[src/bpcc_pkg.sv]
// Purpose: constants and types for the bus parity check and control register block
// Assumes: one 200 MHz clock, asynchronous active-low reset
// Notes: register fields are bit positions within the 32-bit control word
package bpcc_pkg;
	localparam int unsigned CLR_BIT = 11;
	localparam int unsigned DPERR_BIT = 6;
	localparam int unsigned APERR_BIT = 5;
	localparam int unsigned FSEL_BIT = 4;
	localparam int unsigned FORCE_BIT = 3;
	localparam int unsigned GCHK_BIT = 2;
	localparam int unsigned REPEN_BIT = 1;
	localparam int unsigned GATE_BIT = 0;
	localparam logic [4:0] CTRL_RESET = 5'h00;
	localparam int unsigned SYNC_DEPTH = 3;

	// bus side of one cycle, as seen on the parity-protected bus
	typedef struct packed {
		logic [31:0] addr;
		logic [3:0] addr_par;
		logic [5:0] am;
		logic am_par;
		logic [31:0] data;
		logic [3:0] data_par;
	} bpcc_bus_t;

	// strobes as synchronised levels
	typedef struct packed {
		logic as_act;
		logic ds_act;
		logic dtack_act;
		logic block_mode;
		logic involved_write;
		logic involved_read;
		logic board_driven;
	} bpcc_strobe_t;
endpackage

[src/bpcc_top.sv]
// Purpose: parity generation, checking, error latching and control register
// Assumes: bus pins sampled through three flops; register port strobes on same clock
// Notes: only the control register is mapped here; other board maps are elsewhere
module bpcc_top (
	input wire logic i_clk_sys,
	input wire logic i_rst_n,
	input wire logic i_bus_reset_n,
	input wire bpcc_pkg::bpcc_bus_t i_bus,
	input wire logic i_as_n,
	input wire logic i_ds_n,
	input wire logic i_dtack_n,
	input wire logic i_block_mode,
	input wire logic i_involved_write,
	input wire logic i_involved_read,
	input wire logic i_board_driven,
	input wire logic [31:2] i_base_switch,
	input wire logic i_reg_sel_a24,
	input wire logic i_reg_wr,
	input wire logic i_reg_rd,
	input wire logic [31:0] i_reg_wdata,
	input wire logic [31:0] i_out_addr,
	input wire logic [5:0] i_out_am,
	input wire logic [31:0] i_out_data,
	input wire logic i_board_wants_fe,
	output logic [31:0] o_reg_rdata,
	output logic o_reg_hit,
	output logic [3:0] o_out_addr_par,
	output logic o_out_am_par,
	output logic [3:0] o_out_data_par,
	output logic o_fe_error_irq,
	output logic o_fe_access_ok
);
	// ----------------------------------------
	// parity helper
	// ----------------------------------------
	function automatic logic [3:0] odd_par32(input logic [31:0] v);
		logic [3:0] p;
		p = '0;
		for (int i = 0; i < 4; i++) begin
			p[i] = ~(^v[8*i +: 8]);
		end
		return p;
	endfunction

	// ----------------------------------------
	// pin synchronisers
	// ----------------------------------------
	logic [2:0] as_s, ds_s, dt_s, rst_s;
	logic as_act, ds_act, dt_act, brst;
	always_ff @(posedge i_clk_sys or negedge i_rst_n) begin
		if (!i_rst_n) begin
			as_s <= 3'h0;
			ds_s <= 3'h0;
			dt_s <= 3'h0;
			rst_s <= 3'h0;
		end else begin
			as_s <= {as_s[1:0], ~i_as_n};
			ds_s <= {ds_s[1:0], ~i_ds_n};
			dt_s <= {dt_s[1:0], ~i_dtack_n};
			rst_s <= {rst_s[1:0], ~i_bus_reset_n};
		end
	end
	// a change counts once stages two and three agree
	always_ff @(posedge i_clk_sys or negedge i_rst_n) begin
		if (!i_rst_n) begin
			as_act <= 1'b0;
			ds_act <= 1'b0;
			dt_act <= 1'b0;
			brst <= 1'b0;
		end else begin
			if (as_s[1] == as_s[2]) as_act <= as_s[2];
			if (ds_s[1] == ds_s[2]) ds_act <= ds_s[2];
			if (dt_s[1] == dt_s[2]) dt_act <= dt_s[2];
			if (rst_s[1] == rst_s[2]) brst <= rst_s[2];
		end
	end

	// ----------------------------------------
	// control register
	// ----------------------------------------
	logic [4:0] ctrl;
	logic dperr, aperr, as_prev, burst_seen;
	wire hit = (i_bus.addr[31:2] == i_base_switch) |
		(i_reg_sel_a24 & (i_bus.addr[23:2] == i_base_switch[23:2]));
	wire wr_en = i_reg_wr & hit;
	wire clr = wr_en & i_reg_wdata[bpcc_pkg::CLR_BIT];
	wire force_on = ctrl[bpcc_pkg::FORCE_BIT];
	wire fsel = ctrl[bpcc_pkg::FSEL_BIT];
	wire gchk = ctrl[bpcc_pkg::GCHK_BIT];
	wire repen = ctrl[bpcc_pkg::REPEN_BIT];
	wire gate = ctrl[bpcc_pkg::GATE_BIT];

	always_ff @(posedge i_clk_sys or negedge i_rst_n) begin
		if (!i_rst_n) begin
			ctrl <= bpcc_pkg::CTRL_RESET;
		end else if (brst) begin
			ctrl <= bpcc_pkg::CTRL_RESET;
		end else if (wr_en) begin
			ctrl <= i_reg_wdata[4:0];
		end
	end

	// ----------------------------------------
	// parity checking
	// ----------------------------------------
	wire [3:0] a_exp = odd_par32(i_bus.addr);
	wire am_exp = ~(^{2'h0, i_bus.am});
	wire [3:0] d_exp = odd_par32(i_bus.data);
	wire a_bad = (a_exp != i_bus.addr_par) | (am_exp != i_bus.am_par);
	wire d_bad = d_exp != i_bus.data_par;
	wire first_addr = as_act & ~(i_block_mode & burst_seen);
	wire d_window = (i_involved_write & ds_act) | (i_involved_read & dt_act);
	wire d_chk_ok = ~(i_board_driven & ~gchk);
	wire a_evt = first_addr & a_bad;
	wire d_evt = d_window & d_chk_ok & d_bad;

	always_ff @(posedge i_clk_sys or negedge i_rst_n) begin
		if (!i_rst_n) begin
			burst_seen <= 1'b0;
			as_prev <= 1'b0;
		end else begin
			as_prev <= as_act;
			burst_seen <= as_act & (burst_seen | as_prev);
		end
	end

	// set wins over clear so an error in the clear cycle is kept
	always_ff @(posedge i_clk_sys or negedge i_rst_n) begin
		if (!i_rst_n) begin
			dperr <= 1'b0;
			aperr <= 1'b0;
		end else if (brst) begin
			dperr <= 1'b0;
			aperr <= 1'b0;
		end else begin
			dperr <= d_evt | (dperr & ~clr);
			aperr <= a_evt | (aperr & ~clr);
		end
	end

	// ----------------------------------------
	// outputs
	// ----------------------------------------
	wire force_d = force_on & fsel;
	wire force_a = force_on & ~fsel;
	wire [31:0] rd_word = {20'h0, 1'b0, 4'h0, dperr, aperr, ctrl};

	always_ff @(posedge i_clk_sys or negedge i_rst_n) begin
		if (!i_rst_n) begin
			o_reg_rdata <= 32'h0;
			o_out_addr_par <= 4'h0;
			o_out_am_par <= 1'b0;
			o_out_data_par <= 4'h0;
			o_fe_error_irq <= 1'b0;
			o_fe_access_ok <= 1'b0;
		end else begin
			o_reg_rdata <= (i_reg_rd & hit) ? rd_word : 32'h0;
			o_out_addr_par <= odd_par32(i_out_addr) ^ {4{force_a}};
			o_out_am_par <= ~(^i_out_am) ^ force_a;
			o_out_data_par <= odd_par32(i_out_data) ^ {4{force_d}};
			o_fe_error_irq <= repen & (dperr | aperr);
			o_fe_access_ok <= i_board_wants_fe & ~gate;
		end
	end
	assign o_reg_hit = hit & (i_reg_wr | i_reg_rd);

	// ----------------------------------------
	// checks: error latches
	// ----------------------------------------
	a_clear_both: assert property (@(posedge i_clk_sys) disable iff (!i_rst_n)
		clr && !d_evt && !a_evt |=> !dperr && !aperr)
		else $error("clear did not reset flags");
	a_data_hold: assert property (@(posedge i_clk_sys) disable iff (!i_rst_n)
		dperr && !clr && !brst |=> dperr)
		else $error("data flag lost");
	a_data_set: assert property (@(posedge i_clk_sys) disable iff (!i_rst_n)
		d_evt && !brst |=> dperr)
		else $error("data error not latched");
	a_reset_flags: assert property (@(posedge i_clk_sys) disable iff (!i_rst_n)
		brst |=> !dperr && !aperr)
		else $error("flags survive bus reset");
	a_addr_set: assert property (@(posedge i_clk_sys) disable iff (!i_rst_n)
		a_evt && !brst |=> aperr)
		else $error("address error not latched");
	a_no_window: assert property (@(posedge i_clk_sys) disable iff (!i_rst_n)
		!dperr && !d_window |=> !dperr || $past(brst))
		else $error("data flag set outside window");
	a_addr_hold: assert property (@(posedge i_clk_sys) disable iff (!i_rst_n)
		aperr && !clr && !brst |=> aperr)
		else $error("address flag lost");
	a_addr_window: assert property (@(posedge i_clk_sys) disable iff (!i_rst_n)
		!aperr && !as_act |=> !aperr)
		else $error("address flag set without strobe");
	// burst_seen lags the strobe by two cycles, so the first address is looked at twice
	a_block_skip: assert property (@(posedge i_clk_sys) disable iff (!i_rst_n)
		!aperr && as_act && i_block_mode && burst_seen |=> !aperr)
		else $error("later block address checked");
	a_burst_track: assert property (@(posedge i_clk_sys) disable iff (!i_rst_n)
		!as_act |=> !burst_seen)
		else $error("burst state outlives strobe");
	a_am_only: assert property (@(posedge i_clk_sys) disable iff (!i_rst_n)
		first_addr && (am_exp != i_bus.am_par) && !brst |=> aperr)
		else $error("modifier error not latched");
	a_ds_write: assert property (@(posedge i_clk_sys) disable iff (!i_rst_n)
		!dperr && !i_involved_read && !ds_act |=> !dperr)
		else $error("write side checked without data strobe");
	a_dtack_read: assert property (@(posedge i_clk_sys) disable iff (!i_rst_n)
		!dperr && !i_involved_write && !dt_act |=> !dperr)
		else $error("read side checked without acknowledge");
	a_gchk_on: assert property (@(posedge i_clk_sys) disable iff (!i_rst_n)
		d_window && gchk && d_bad && !brst |=> dperr)
		else $error("enabled check missed an error");
	a_gchk_mask: assert property (@(posedge i_clk_sys) disable iff (!i_rst_n)
		!dperr && i_board_driven && !gchk |=> !dperr)
		else $error("board data checked while suppressed");
	a_addr_clear: assert property (@(posedge i_clk_sys) disable iff (!i_rst_n)
		clr && !a_evt |=> !aperr)
		else $error("address flag not cleared");
	a_data_clear: assert property (@(posedge i_clk_sys) disable iff (!i_rst_n)
		clr && !d_evt |=> !dperr)
		else $error("data flag not cleared");

	// ----------------------------------------
	// checks: outgoing parity
	// ----------------------------------------
	a_force_data: assert property (@(posedge i_clk_sys) disable iff (!i_rst_n)
		force_d |=> o_out_data_par != odd_par32($past(i_out_data)))
		else $error("data parity not forced");
	a_force_addr: assert property (@(posedge i_clk_sys) disable iff (!i_rst_n)
		force_a |=> o_out_addr_par == ~odd_par32($past(i_out_addr)))
		else $error("address parity not forced");
	a_force_am: assert property (@(posedge i_clk_sys) disable iff (!i_rst_n)
		force_a |=> o_out_am_par == ^$past(i_out_am))
		else $error("modifier parity not forced");
	a_plain_data: assert property (@(posedge i_clk_sys) disable iff (!i_rst_n)
		!force_d |=> o_out_data_par == odd_par32($past(i_out_data)))
		else $error("data parity wrong");
	a_plain_addr: assert property (@(posedge i_clk_sys) disable iff (!i_rst_n)
		!force_a |=> o_out_addr_par == odd_par32($past(i_out_addr)))
		else $error("address parity wrong");
	a_plain_am: assert property (@(posedge i_clk_sys) disable iff (!i_rst_n)
		!force_a |=> o_out_am_par == ~^$past(i_out_am))
		else $error("modifier parity wrong");
	a_fsel_data: assert property (@(posedge i_clk_sys) disable iff (!i_rst_n)
		force_on && fsel |=> o_out_addr_par == odd_par32($past(i_out_addr)))
		else $error("address corrupted when data selected");
	a_fsel_addr: assert property (@(posedge i_clk_sys) disable iff (!i_rst_n)
		force_on && !fsel |=> o_out_data_par == odd_par32($past(i_out_data)))
		else $error("data corrupted when address selected");

	// ----------------------------------------
	// checks: register port
	// ----------------------------------------
	a_read_zero: assert property (@(posedge i_clk_sys) disable iff (!i_rst_n)
		i_reg_rd |=> o_reg_rdata[31:7] == 25'h0)
		else $error("unused bits read nonzero");
	a_unmapped_read: assert property (@(posedge i_clk_sys) disable iff (!i_rst_n)
		i_reg_rd && !hit |=> o_reg_rdata == 32'h0)
		else $error("unmapped read returned data");
	a_read_idle: assert property (@(posedge i_clk_sys) disable iff (!i_rst_n)
		!i_reg_rd |=> o_reg_rdata == 32'h0)
		else $error("read data without a read");
	a_write_lands: assert property (@(posedge i_clk_sys) disable iff (!i_rst_n)
		wr_en && !brst |=> ctrl == 5'($past(i_reg_wdata)))
		else $error("control write lost");
	a_clear_reads_zero: assert property (@(posedge i_clk_sys) disable iff (!i_rst_n)
		i_reg_rd |=> !o_reg_rdata[bpcc_pkg::CLR_BIT])
		else $error("clear bit reads one");
	a_reset_ctrl: assert property (@(posedge i_clk_sys) disable iff (!i_rst_n)
		brst |=> ctrl == bpcc_pkg::CTRL_RESET)
		else $error("control bits survive bus reset");
	a_flags_read: assert property (@(posedge i_clk_sys) disable iff (!i_rst_n)
		i_reg_rd && hit |=> o_reg_rdata[6:5] == {$past(dperr), $past(aperr)})
		else $error("flags read wrong");
	a_ctrl_hold: assert property (@(posedge i_clk_sys) disable iff (!i_rst_n)
		!wr_en && !brst |=> $stable(ctrl))
		else $error("control bits changed without a write");

	// ----------------------------------------
	// checks: interrupt and access gate
	// ----------------------------------------
	a_irq_gate: assert property (@(posedge i_clk_sys) disable iff (!i_rst_n)
		!repen |=> !o_fe_error_irq)
		else $error("interrupt raised while reporting off");
	a_irq_raise: assert property (@(posedge i_clk_sys) disable iff (!i_rst_n)
		repen && (dperr || aperr) |=> o_fe_error_irq)
		else $error("reported error raised no interrupt");
	a_irq_quiet: assert property (@(posedge i_clk_sys) disable iff (!i_rst_n)
		!dperr && !aperr |=> !o_fe_error_irq)
		else $error("interrupt without an error");
	// the interrupt sits one register behind the flags, hence the extra cycle
	a_irq_bus_reset: assert property (@(posedge i_clk_sys) disable iff (!i_rst_n)
		brst |=> ##1 !o_fe_error_irq)
		else $error("interrupt survives bus reset");
	a_gate_block: assert property (@(posedge i_clk_sys) disable iff (!i_rst_n)
		gate |=> !o_fe_access_ok)
		else $error("front-end access while gated");
	a_gate_open: assert property (@(posedge i_clk_sys) disable iff (!i_rst_n)
		i_board_wants_fe && !gate |=> o_fe_access_ok)
		else $error("front-end access refused while open");
	a_fe_request: assert property (@(posedge i_clk_sys) disable iff (!i_rst_n)
		!i_board_wants_fe |=> !o_fe_access_ok)
		else $error("front-end access without request");
endmodule

[config.mk]
export PLATFORM = sky130hd
export DESIGN_NAME = bpcc_top
export DESIGN_NICKNAME = d
export VERILOG_FILES = /design/src/bpcc_pkg.sv /design/src/bpcc_top.sv
export SDC_FILE = /design/constraint.sdc
export NUM_CORES = 1
export LEC_CHECK = 0
export ABC_AREA = 1
export BUFFER_PORTS_ARGS = -buffer_cell sky130_fd_sc_hd__clkbuf_2
export CAP_MARGIN = 20
export CORE_UTILIZATION = 30
export CTS_BUF_LIST = sky130_fd_sc_hd__clkbuf_8
export CTS_CLUSTER_SIZE = 10
export DETAILED_ROUTE_END_ITERATION = 8
export GPL_ROUTABILITY_DRIVEN = 0
export PLACE_DENSITY = 0.67
export SETUP_SLACK_MARGIN = 0.5
export SLEW_MARGIN = 10
export SYNTH_ARGS = -nofsm -noshare
export SYNTH_HDL_FRONTEND = slang
export SYNTH_SLANG_ARGS = --single-unit
[constraint.sdc]
create_clock -name i_clk_sys -period 2.7 [get_ports i_clk_sys]
set_clock_uncertainty 0.1 [all_clocks]
set_input_delay 0 -clock i_clk_sys [delete_from_list [all_inputs] [get_ports i_clk_sys]]
set_output_delay 0 -clock i_clk_sys [all_outputs]
set_load 0.01 [all_outputs]
==> parameters.txt, run 1 <==
Parameter                              Value

Outcome
  Run status    finished, final reports clean

Pwr
  Power density relative to cell area    362 mW/mm^2
  Design internal power    1.27 mW
  Lkg Pwr    3.09 nW
  Switching share of total power    0.335
  Clock network fraction of design power    0.219
  Switching pwr    639 uW
  Post-route total power    1.91 mW
  Combinational fraction of design power    0.391
  Maximum VDD drop    0.000190 V
  Register share of total power    0.390

Clock tree
  Clock sink total    43
  Clock tree from TritonCTS    built
  Clock buffer count from CTS    5
  Count of cells resized by post-cts repair    0
  Clock-pin slew on the worst setup and hold paths    90 ps
  Clock latency reported for the late side of the worst-skew pair    290 ps
  # Post-CTS Setup Buffers    0
  CTS hold repair buffers    18
  Root buf cell    clkbuf_8
  Max Buffers Root-to-Sink    2
  H-tree depth    2

Logic synthesis
  Number of distinct library cells after synthesis    28
  Synth Cell Area    0.00378 mm^2
  Post-synthesis register bit count    43
  Top cell type by total area after synthesis    dfrtp_1
  Share of the yosys chip area belonging to registers    0.284
  Number of warning messages in the yosys log    0
  Mean instance size in the synthesized netlist    7.09 um^2
  Most area-consuming cells after synthesis    dfrtp_1 28%, nand2_1 18%, xor2_1 13%
  Cells after Synth    534
  Share of the synthesized area in the top cell type    0.284

STA
  Timing-limited maximum frequency    603 MHz
  Setup violation total in the final timing report    0
  Unrepaired setup endpoints after global routing    no
  Worst Slack Setup Final    1040 ps
  Worst slew pin tran    640 ps
  Fin crit share    0.614
  Worst slew slack as a fraction of its limit    0.573
  Final hold violation count    0
  Minimum clock period after layout    1660 ps
  Setup TNS    0 ps
  Count of pins over their slew limit    0
  Minimum hold slack    3.64 ps

Route
  Count of vias placed by the detailed router    3771
  Length of the first detailed-routing pass in iterations    4
  1st-iter DRT viols    79
  DRC violations left    0
  Wire length after detailed routing    8560 um
  Detailed-route wire length per cell    9.06 um
  Post-DRT Antenna Nets    0
  Vias per std cell    3.99

Worst setup path
  CP Data Arrival Time    1780 ps
  Startpoint types    input pin
  Biggest fanout along the worst timing path    7
  Critical path capture point type    register
  Classification of the worst setup path    in2reg
  Critical path data required time    2820 ps

Die
  Total die area    0.0131 mm^2
  Number of I/O pins    269
  Initial standard-cell utilization of the core    0.311
  Number of core rows    40
  DIE WIDTH    114 um
  Core Box Area    0.0122 mm^2
  Y dimension of the die    114 um

Placement
  Placed cell area    0.00496 mm^2
  Placement-stage worst setup slack    1200 ps
  I/O Buffers    217
  Post-DP HPWL    7440 um

Global route
  Met3 usage    0.0275
  Via count of the first global-routing pass    3343
  Largest net degree at the start of global routing    44
  Met2 track utilization from global routing    0.259
  All-Layer GR Usage    0.132
  Total grt overflow    0
  First-pass GRT wire length    13900 um
  Most Used Layer, Global Route    met2
  Met1 Resource Use GR    0.143
  Number of antenna violations at the first check in global routing    0

Cells and area
  Layout filler cell count    1280
  Final nets    1001
  Area delta synth->final    39.4%
  Area taken by multi-input logic gates    0.00232 mm^2
  Final instance area    0.00527 mm^2
  Total inserted antenna cells    0
  Commonest non-fill, non-tap cell in the layout    clkbuf_2
  Fraction of final layout cells sized beyond drive strength 1    0.319
  Total area of sequential cells    0.00108 mm^2
  Most frequent cells in the layout    217 x clkbuf_2, 177 x nand2_1, 70 x inv_1

Flow run
  Number of max-cap violations    0

Min path
  Class of the most critical hold timing path    in2reg
[state kept, by name, summed over array words and instances, names as in the netlist, 3 cells and up]
register	cells
o_out_data_par	4
ctrl	5
dt_s	3
o_reg_rdata	7
rst_s	3
o_out_addr_par	4
as_s	3
ds_s	3
[worst max-delay path, stage by stage]
cell	delay [ps]
clkbuf_2	100
inv_1	50
nand2_1	50
nand2_1	50
nor2_1	100
nand2_1	70
nor2_1	120
nand2_1	80
nor2_2	160
and2_4	240
nand3_1	90
dlygate4sd3_1	570
o21ai_1	110
[stage by stage]
stage,util,cells
5_1_grt,0.434,945
2_1_floorplan,-,558
3_3_place_gp,0.408,917
3_5_place_dp,0.408,917
4_1_cts,0.430,943
6_report,0.434,945
[final timing paths]
check	startpoint	to	slack, ps	depth (start not counted)
worst min register to register	dt_s[0]	dt_s[1]	250	0
worst min-delay path	i_out_am[2]	o_out_am_par	4	4
worst max-delay path	i_bus[64]	ctrl[1]	1040	13
worst max register to register	brst	ctrl[2]	1120	4
max in group asynchronous	i_rst_n	as_s[1]	1800	3
min in group asynchronous	i_rst_n	dt_s[0]	170	2
[synthesized netlist by cell type]
library cell,n
buf_12,1
nand2_4,2
a21oi_1,3
xnor2_1,54
xor2_1,57
nor3b_1,1
inv_1,70
or2_2,7
a22o_1,1
o21ai_0,3
nand2_1,177
buf_4,25
conb_1,1
inv_2,3
nand2b_1,4
and2_1,1
nor2_2,9
o2bb2ai_1,1
nor2_1,20
maj3_1,4
nand3_1,32
o21ai_1,3
nand3b_1,5
o21bai_1,1
o21a_1,1
nand4_1,4
dfrtp_1,43
and2_4,1
[power groups by stage]
stage          clock network, mW  logic (mW)  registers [mW]
6_report                   0.418       0.746           0.744
5_1_grt                    0.463       0.843           0.752
4_1_cts                    0.429       0.751           0.746
3_5_place_dp                   0       0.732           0.759
3_3_place_gp                   0       0.723           0.757
2_1_floorplan                  0       0.423           0.786
[cells by family after synthesis]
logic type | count (synthesis) | share of synthesized area
buffers and inverters | 99 | 0.127
xor gates and xnor gates | 111 | 0.257
DFF | 43 | 0.284
AOI/OAI and AO/OA | 13 | 0.0205
other | 1 | 0.000991
and+or+nand+nor | 263 | 0.299
adders and majority gates | 4 | 0.0106
[area by class of cell]
| cell class | instances | area share |
|---|---|---|
| timing repair buffer | 237 | 0.247 |
| tap | 168 | 0.0399 |
| multi-input combinational | 416 | 0.439 |
| sequential | 43 | 0.204 |
| clock buffer | 5 | 0.0131 |
| clock inverter | 3 | 0.00451 |
| inverter | 73 | 0.0520 |
[routing by layer]
metal,part of all wire,vias to the layer above
met5,0,-
met4,0.011,0
met3,0.072,9
met2,0.51,133
met1,0.40,1590
li1,-,2039
No activity file was read; power rests on OpenSTA's default activity.
==> run 2: changes to the inputs <==
==> constraint.sdc (replaced) <==
create_clock -name i_clk_sys -period 1.6 [get_ports i_clk_sys]
set_clock_uncertainty 0.1 [all_clocks]
set_input_delay 0 -clock i_clk_sys [delete_from_list [all_inputs] [get_ports i_clk_sys]]
set_output_delay 0 -clock i_clk_sys [all_outputs]
set_load 0.01 [all_outputs]
==> run 2 against run 1 <==
Net effect:
- worst setup slack lost 830 ps
- hold slack better by 3.7 ps
- critical path depth decreased by 9
- largest cell class unchanged
==> parameters.txt, run 2 (same netlist as run 1, synthesis figures left out) <==
Parameter                              Value

Outcome
  Run status    finished, final reports clean

Clock tree
  Clock tree from TritonCTS    built
  Root buf cell    clkbuf_8
  Clock buffer count from CTS    5 (unchanged)
  Max Buffers Root-to-Sink    2 (unchanged)
  Clock sink total    43 (unchanged)
  H-tree depth    2 (unchanged)
  Clock latency reported for the late side of the worst-skew pair    290 ps (about the same)
  Clock-pin slew on the worst setup and hold paths    80 ps (about the same)

Placement
  I/O Buffers    217 (unchanged)
  Placement-stage worst setup slack    104 ps (-1100 ps)
  DP Cell Count    918 (+0.11%)
  Post-DP HPWL    7730 um (+3.9%)

Die
  Number of core rows    40 (unchanged)
  Y dimension of the die    114 um (unchanged)
  DIE WIDTH    114 um (unchanged)
  Number of I/O pins    269 (unchanged)
  Total die area    0.0131 mm^2 (unchanged)
  Core Box Area    0.0122 mm^2 (unchanged)
  Initial standard-cell utilization of the core    0.311 (unchanged)

Worst setup path
  Startpoint types    register
  Classification of the worst setup path    reg2reg
  R2R Path Start    ctrl[4]
  CP Data Arrival Time    1510 ps (-270 ps)
  Top Family by Delay on Critical Path    XOR/XNOR gates
  Biggest fanout along the worst timing path    5 (-2)
  Worst path most repeated cell    xor2_1
  FF-to-FF setup slack    210 ps (-910 ps)
  Critical path data required time    1720 ps (-1100 ps)
  Critical R2R Capture    o_out_addr_par[1]
  Crit path cell chain    nor2_4 -> xor2_1 -> xor2_1 -> xor2_1
  Critical path capture point type    register
  Crit path max-delay cell type    dfrtp_2
  Stage delay of the slowest cell on the critical path    440 ps (-130 ps)
  Number of buffers and inverters on the critical path    0 (-3)
  Path depth of the worst reg2reg path    4 (unchanged)

Pwr
  Power density relative to cell area    612 mW/mm^2 (+69%)
  Design internal power    2.31 mW (+82%)
  Register share of total power    0.373 (-0.017)
  Combinational fraction of design power    0.380 (-0.011)
  Switching share of total power    0.319 (-0.0157)
  Maximum VDD drop    0.000386 V (+100%)
  Switching pwr    1.08 mW (+70%)
  Lkg Pwr    3.18 nW (+2.8%)
  Clock network fraction of design power    0.247 (+0.028)

Cells and area
  Area taken by multi-input logic gates    0.00243 mm^2 (+5.1%)
  Total area of sequential cells    0.00108 mm^2 (+0.12%)
  Total inserted antenna cells    0 (unchanged)
  Number of flip-flops in the largest register    7 (unchanged)
  Commonest non-fill, non-tap cell in the layout    clkbuf_2
  Final nets    1009 (+0.80%)
  Fraction of final layout cells sized beyond drive strength 1    0.354 (+0.0350)
  Most frequent cells in the layout    205 x clkbuf_2, 174 x nand2_1, 67 x inv_1
  Biggest registers after layout    o_reg_rdata (7), ctrl (5)
  Layout filler cell count    1233 (-3.7%)
  Largest reg by FF count    o_reg_rdata
  Non-Filler Instances    953 (+0.85%)
  Area delta synth->final    46.5%
  Final core utilization    0.456 (+0.0223)

STA
  Setup TNS    0 ps (unchanged)
  Worst slew pin tran    539 ps (-101 ps)
  Count of pins over their slew limit    0 (unchanged)
  Worst slew slack as a fraction of its limit    0.640 (+0.0674)
  Setup violation total in the final timing report    0 (unchanged)
  Timing-limited maximum frequency    718 MHz
  Worst Slack Setup Final    208 ps (-834 ps)
  Fin crit share    0.870
  Final hold violation count    0 (unchanged)
  Unrepaired setup endpoints after global routing    yes
  Minimum clock period after layout    1390 ps

Min path
  Hold Path Stages    4 (unchanged)
  End point of the worst hold path    o_out_addr_par[3]
  Startpoint of the most critical hold path    i_out_addr[26]
  Class of the most critical hold timing path    in2reg

Route
  1st-iter DRT viols    98 (+24%)
  Post-DRT Antenna Nets    0 (unchanged)
  DRC violations left    0 (unchanged)
  Wire length after detailed routing    9160 um (+7.0%)
  Length of the first detailed-routing pass in iterations    4 (unchanged)
  Vias per std cell    4.07 (+1.9%)
  Count of vias placed by the detailed router    3876 (+2.8%)
  Detailed-route wire length per cell    9.62 um (+6.1%)

Global route
  All-Layer GR Usage    0.135 (+0.00365)
  Via count of the first global-routing pass    3464 (+3.6%)
  First-pass GRT wire length    14200 um (+2.3%)
  Largest net degree at the start of global routing    44 (unchanged)
  Number of antenna violations at the first check in global routing    0 (unchanged)
  Total grt overflow    0 (unchanged)

Flow run
  Number of max-cap violations    0 (unchanged)
## run 2: cell types whose count changed in the layout (fill, tap and decap cells not counted), sizes merged
cell	before	now
dlygate4sd3	19	14
inv	74	73
clkinv	0	2
clkbuf	222	211
bufinv	0	1
clkinvlp	2	0
buf	1	25
## run 2: layer usage
layer,vias up,share of wire,GRT usage
met5,-,0,0
met1,1683,0.40,0.154
li1,2051,-,-
met4,0,0.017,0.0381
met3,13,0.059,0.0212
met2,129,0.52,0.258
## run 2: metrics by stage
step                      hold WS, ps  cell area [um^2]  power [mW]
after floorplan                  -396              3910        2.04
after global placement           7.57              5010        2.51
after detailed placement         7.75              5010        2.53
after CTS                        4.63              5380        3.41
after global routing             25.6              5540        3.64
final                            7.34              5540        3.39
## run 2: worst max path at each step
stage	slack [ps]	start	cells past startpoint	to
3_5_place_dp	100	i_bus[64]	13	ctrl[0]
3_3_place_gp	110	i_bus[53]	13	ctrl[0]
4_1_cts	210	i_bus[59]	11	o_reg_hit
5_1_grt	100	ctrl[4]	4	o_out_addr_par[3]
6_report	210	ctrl[4]	4	o_out_addr_par[1]
2_1_floorplan	350	ctrl[3]	5	o_out_addr_par[0]
## run 2: power by group through the flow
| stage | Combinational (mW) | Sequential, mW | Clock, mW |
|---|---|---|---|
| 2_1_floorplan | 0.715 | 1.33 | 0 |
| 6_report | 1.29 | 1.27 | 0.838 |
| 3_5_place_dp | 1.24 | 1.29 | 0 |
| 3_3_place_gp | 1.22 | 1.28 | 0 |
| 4_1_cts | 1.28 | 1.27 | 0.865 |
| 5_1_grt | 1.45 | 1.29 | 0.908 |
## run 2: what timing repair did
action | CTS | global route
resized for setup | 8 | 46
setup endpoints to repair | 18 | 24
hold endpoints to repair | 55 | 0
hold buffers | 14 | 0
pin swaps | 13 | 29
buffers inserted | 11 | 2
## run 2: layout make-up
| type | instances | share of cell area |
|---|---|---|
| Timing Repair Buffer | 245 | 0.259 |
| Clock buffer | 5 | 0.0124 |
| Sequential cell | 43 | 0.194 |
| Multi-Input combinational cell | 416 | 0.439 |
| Clock inverter | 3 | 0.00790 |
| Tap cell | 168 | 0.0379 |
| Inverter | 73 | 0.0494 |
## run 2: worst min-delay path, cell delays in order
cell,delay [ps]
clkbuf_2,90
xor2_1,60
xnor2_1,160
xor2_1,60
==> run 3: changes to the inputs <==
--- a/config.mk
+++ b/config.mk
@@ -9,7 +9,6 @@
 export BUFFER_PORTS_ARGS = -buffer_cell sky130_fd_sc_hd__clkbuf_2
 export CAP_MARGIN = 20
 export CORE_UTILIZATION = 30
-export CTS_BUF_LIST = sky130_fd_sc_hd__clkbuf_8
 export CTS_CLUSTER_SIZE = 10
 export DETAILED_ROUTE_END_ITERATION = 8
 export GPL_ROUTABILITY_DRIVEN = 0
==> run 3 against run 2 <==
Net effect:
- via count shrank 0.49%
- hold slack gained 23 ps
- critical path depth is the same
- power grew 8.9%
- die area is the same
- worst setup slack lost 25 ps
- clock power grew 35%
- register-to-register slack lost 30 ps
- core utilization grew 0.80 points
- count of clock-buffer cells in the layout is the same
- sequential cell count is the same
- largest power group unchanged
==> parameters.txt, run 3 (same netlist as run 1, synthesis figures left out) <==
Parameter                              Value

Outcome
  Run status    finished, final reports clean

STA
  Minimum clock period after layout    1420 ps (+25.3 ps)
  Setup violation total in the final timing report    0 (unchanged)
  Unrepaired setup endpoints after global routing    yes
  Final hold violation count    0 (unchanged)
  Fin crit share    0.886 (+0.0158)
  Setup TNS    0 ps (unchanged)
  Worst slew slack as a fraction of its limit    0.642 (+0.00181)
  Count of pins over their slew limit    0 (unchanged)
  Timing-limited maximum frequency    706 MHz (-1.8%)
  Worst Slack Setup Final    183 ps (-25.3 ps)
  Worst slew pin tran    537 ps (-2.72 ps)

Cells and area
  Final core utilization    0.464 (+0.00803)
  Total inserted antenna cells    0 (unchanged)
  Fraction of final layout cells sized beyond drive strength 1    0.365 (+0.0107)
  Layout filler cell count    1232 (-0.081%)
  Area delta synth->final    49.1%
  Final instance area    0.00564 mm^2 (+1.8%)
  Largest reg by FF count    o_reg_rdata
  Most frequent cells in the layout    205 x clkbuf_2, 173 x nand2_1, 67 x inv_1
  Total area of sequential cells    0.00108 mm^2 (unchanged)
  Non-Filler Instances    952 (-0.10%)
  Commonest non-fill, non-tap cell in the layout    clkbuf_2
  Area taken by multi-input logic gates    0.00248 mm^2 (+2.1%)
  Biggest registers after layout    o_reg_rdata (7), ctrl (5)
  Number of flip-flops in the largest register    7 (unchanged)
  Final nets    1008 (-0.099%)

Die
  Number of core rows    40 (unchanged)
  Y dimension of the die    114 um (unchanged)
  Initial standard-cell utilization of the core    0.311 (unchanged)
  Total die area    0.0131 mm^2 (unchanged)
  DIE WIDTH    114 um (unchanged)
  Number of I/O pins    269 (unchanged)
  Core Box Area    0.0122 mm^2 (unchanged)

Global route
  Most Used Layer, Global Route    met2
  Total grt overflow    0 (unchanged)
  Via count of the first global-routing pass    3445 (-0.55%)
  Number of antenna violations at the first check in global routing    0 (unchanged)
  Met3 usage    0.0217 (+0.000529)
  First-pass GRT wire length    14100 um (-0.87%)
  Met2 track utilization from global routing    0.255 (-0.00323)
  Met1 Resource Use GR    0.154 (-0.000708)
  Largest net degree at the start of global routing    44 (unchanged)
  All-Layer GR Usage    0.133 (-0.00228)

Route
  Vias per std cell    4.05 (-0.39%)
  Detailed-route wire length per cell    9.66 um (+0.43%)
  Post-DRT Antenna Nets    0 (unchanged)
  Count of vias placed by the detailed router    3857 (-0.49%)
  Wire length after detailed routing    9190 um (+0.33%)
  DRC violations left    0 (unchanged)
  Length of the first detailed-routing pass in iterations    4 (unchanged)
  1st-iter DRT viols    92 (-6.1%)

Worst setup path
  R2R Path Start    ctrl[4]
  Critical path data required time    1700 ps (-20 ps)
  Critical path capture point type    register
  Classification of the worst setup path    reg2reg
  Worst Setup SP    ctrl[4]
  FF-to-FF setup slack    180 ps (-30 ps)
  CP Data Arrival Time    1520 ps (about the same)
  Biggest fanout along the worst timing path    5 (unchanged)
  Startpoint types    register

Clock tree
  Clock tree from TritonCTS    built
  Root buf cell    clkbuf_16
  H-tree depth    2 (unchanged)
  Clock-pin slew on the worst setup and hold paths    60 ps (-20 ps)
  Clock sink total    43 (unchanged)
  Clock latency reported for the late side of the worst-skew pair    280 ps (about the same)
  Clock buffer count from CTS    5 (unchanged)
  Max Buffers Root-to-Sink    2 (unchanged)

Min path
  Class of the most critical hold timing path    in2reg
  Startpoint of the most critical hold path    i_out_addr[26]

Pwr
  Lkg Pwr    3.22 nW (+1.2%)
  Maximum VDD drop    0.000410 V (+6.3%)
  Power density relative to cell area    656 mW/mm^2 (+7.1%)

Placement
  Placed cell area    0.00501 mm^2 (unchanged)
  DP Cell Count    918 (unchanged)
  Placement-stage worst setup slack    104 ps (unchanged)
  I/O Buffers    217 (unchanged)
  Post-DP HPWL    7730 um (unchanged)

Flow run
  Number of max-cap violations    0 (unchanged)
run 3: cell count changes in the layout (fill, tap and decap cells not counted), moves of 2 or more:
| cell | before | now |
|---|---|---|
| clkbuf_16 | 0 | 5 |
| dlygate4sd3_1 | 14 | 12 |
| clkbuf_8 | 6 | 1 |
| xor2_1 | 55 | 50 |
| xor2_2 | 2 | 7 |
| buf_4 | 9 | 11 |
run 3: area by class of cell:
type	instances	area share
Multi-Input combinational cell	416	0.440
Timing Repair Buffer	244	0.252
Sequential cell	43	0.191
Inverter	73	0.0499
Tap cell	168	0.0373
Clock buffer	5	0.0222
Clock inverter	3	0.00776
run 3: final timing paths:
check | end | depth (start not counted)
max | o_out_addr_par[1] | 4
min | o_out_addr_par[3] | 4
max reg2reg | o_out_addr_par[1] | 4
min reg2reg | as_s[1] | 0
max in group asynchronous | ctrl[4] | 3
min in group asynchronous | ds_s[0] | 3
run 3: critical path: stages (launching register included):
cell and delay (ps):
dfrtp_2 450, nor2_4 230, xor2_1 210, xor2_1 190
xor2_1 150
run 3: routing by layer:
metal  vias to the layer above  wire length [um]  part of all wire
met2                       129              4800              0.52
met4                         0               116             0.013
met1                      1673              3740              0.41
met5                         -                 0                 0
li1                       2044                 -                 -
met3                        11               535             0.058
run 3: power breakdown:
| group | leakage [nW] | switching, mW | internal [mW] |
|---|---|---|---|
| clock | 0.0838 | 0.399 | 0.735 |
| combinational | 2.60 | 0.662 | 0.634 |
| sequential | 0.533 | 0.0514 | 1.22 |
| total | 3.22 | 1.11 | 2.59 |
run 3: metrics by stage:
stage	total power, mW	hold slack [ps]
global placement	2.51	7.57
CTS	3.71	12.0
global route	3.95	47.4
floorplan	2.04	-396
finish	3.70	30.8
detailed placement	2.53	7.75
run 3: timing repair:
action,CTS,global route
setup endpoints to repair,22,24
gates cloned,0,0
resized for setup,10,54
hold buffers,12,0
pin swaps,14,37
hold endpoints to repair,55,0
buffers inserted,11,3
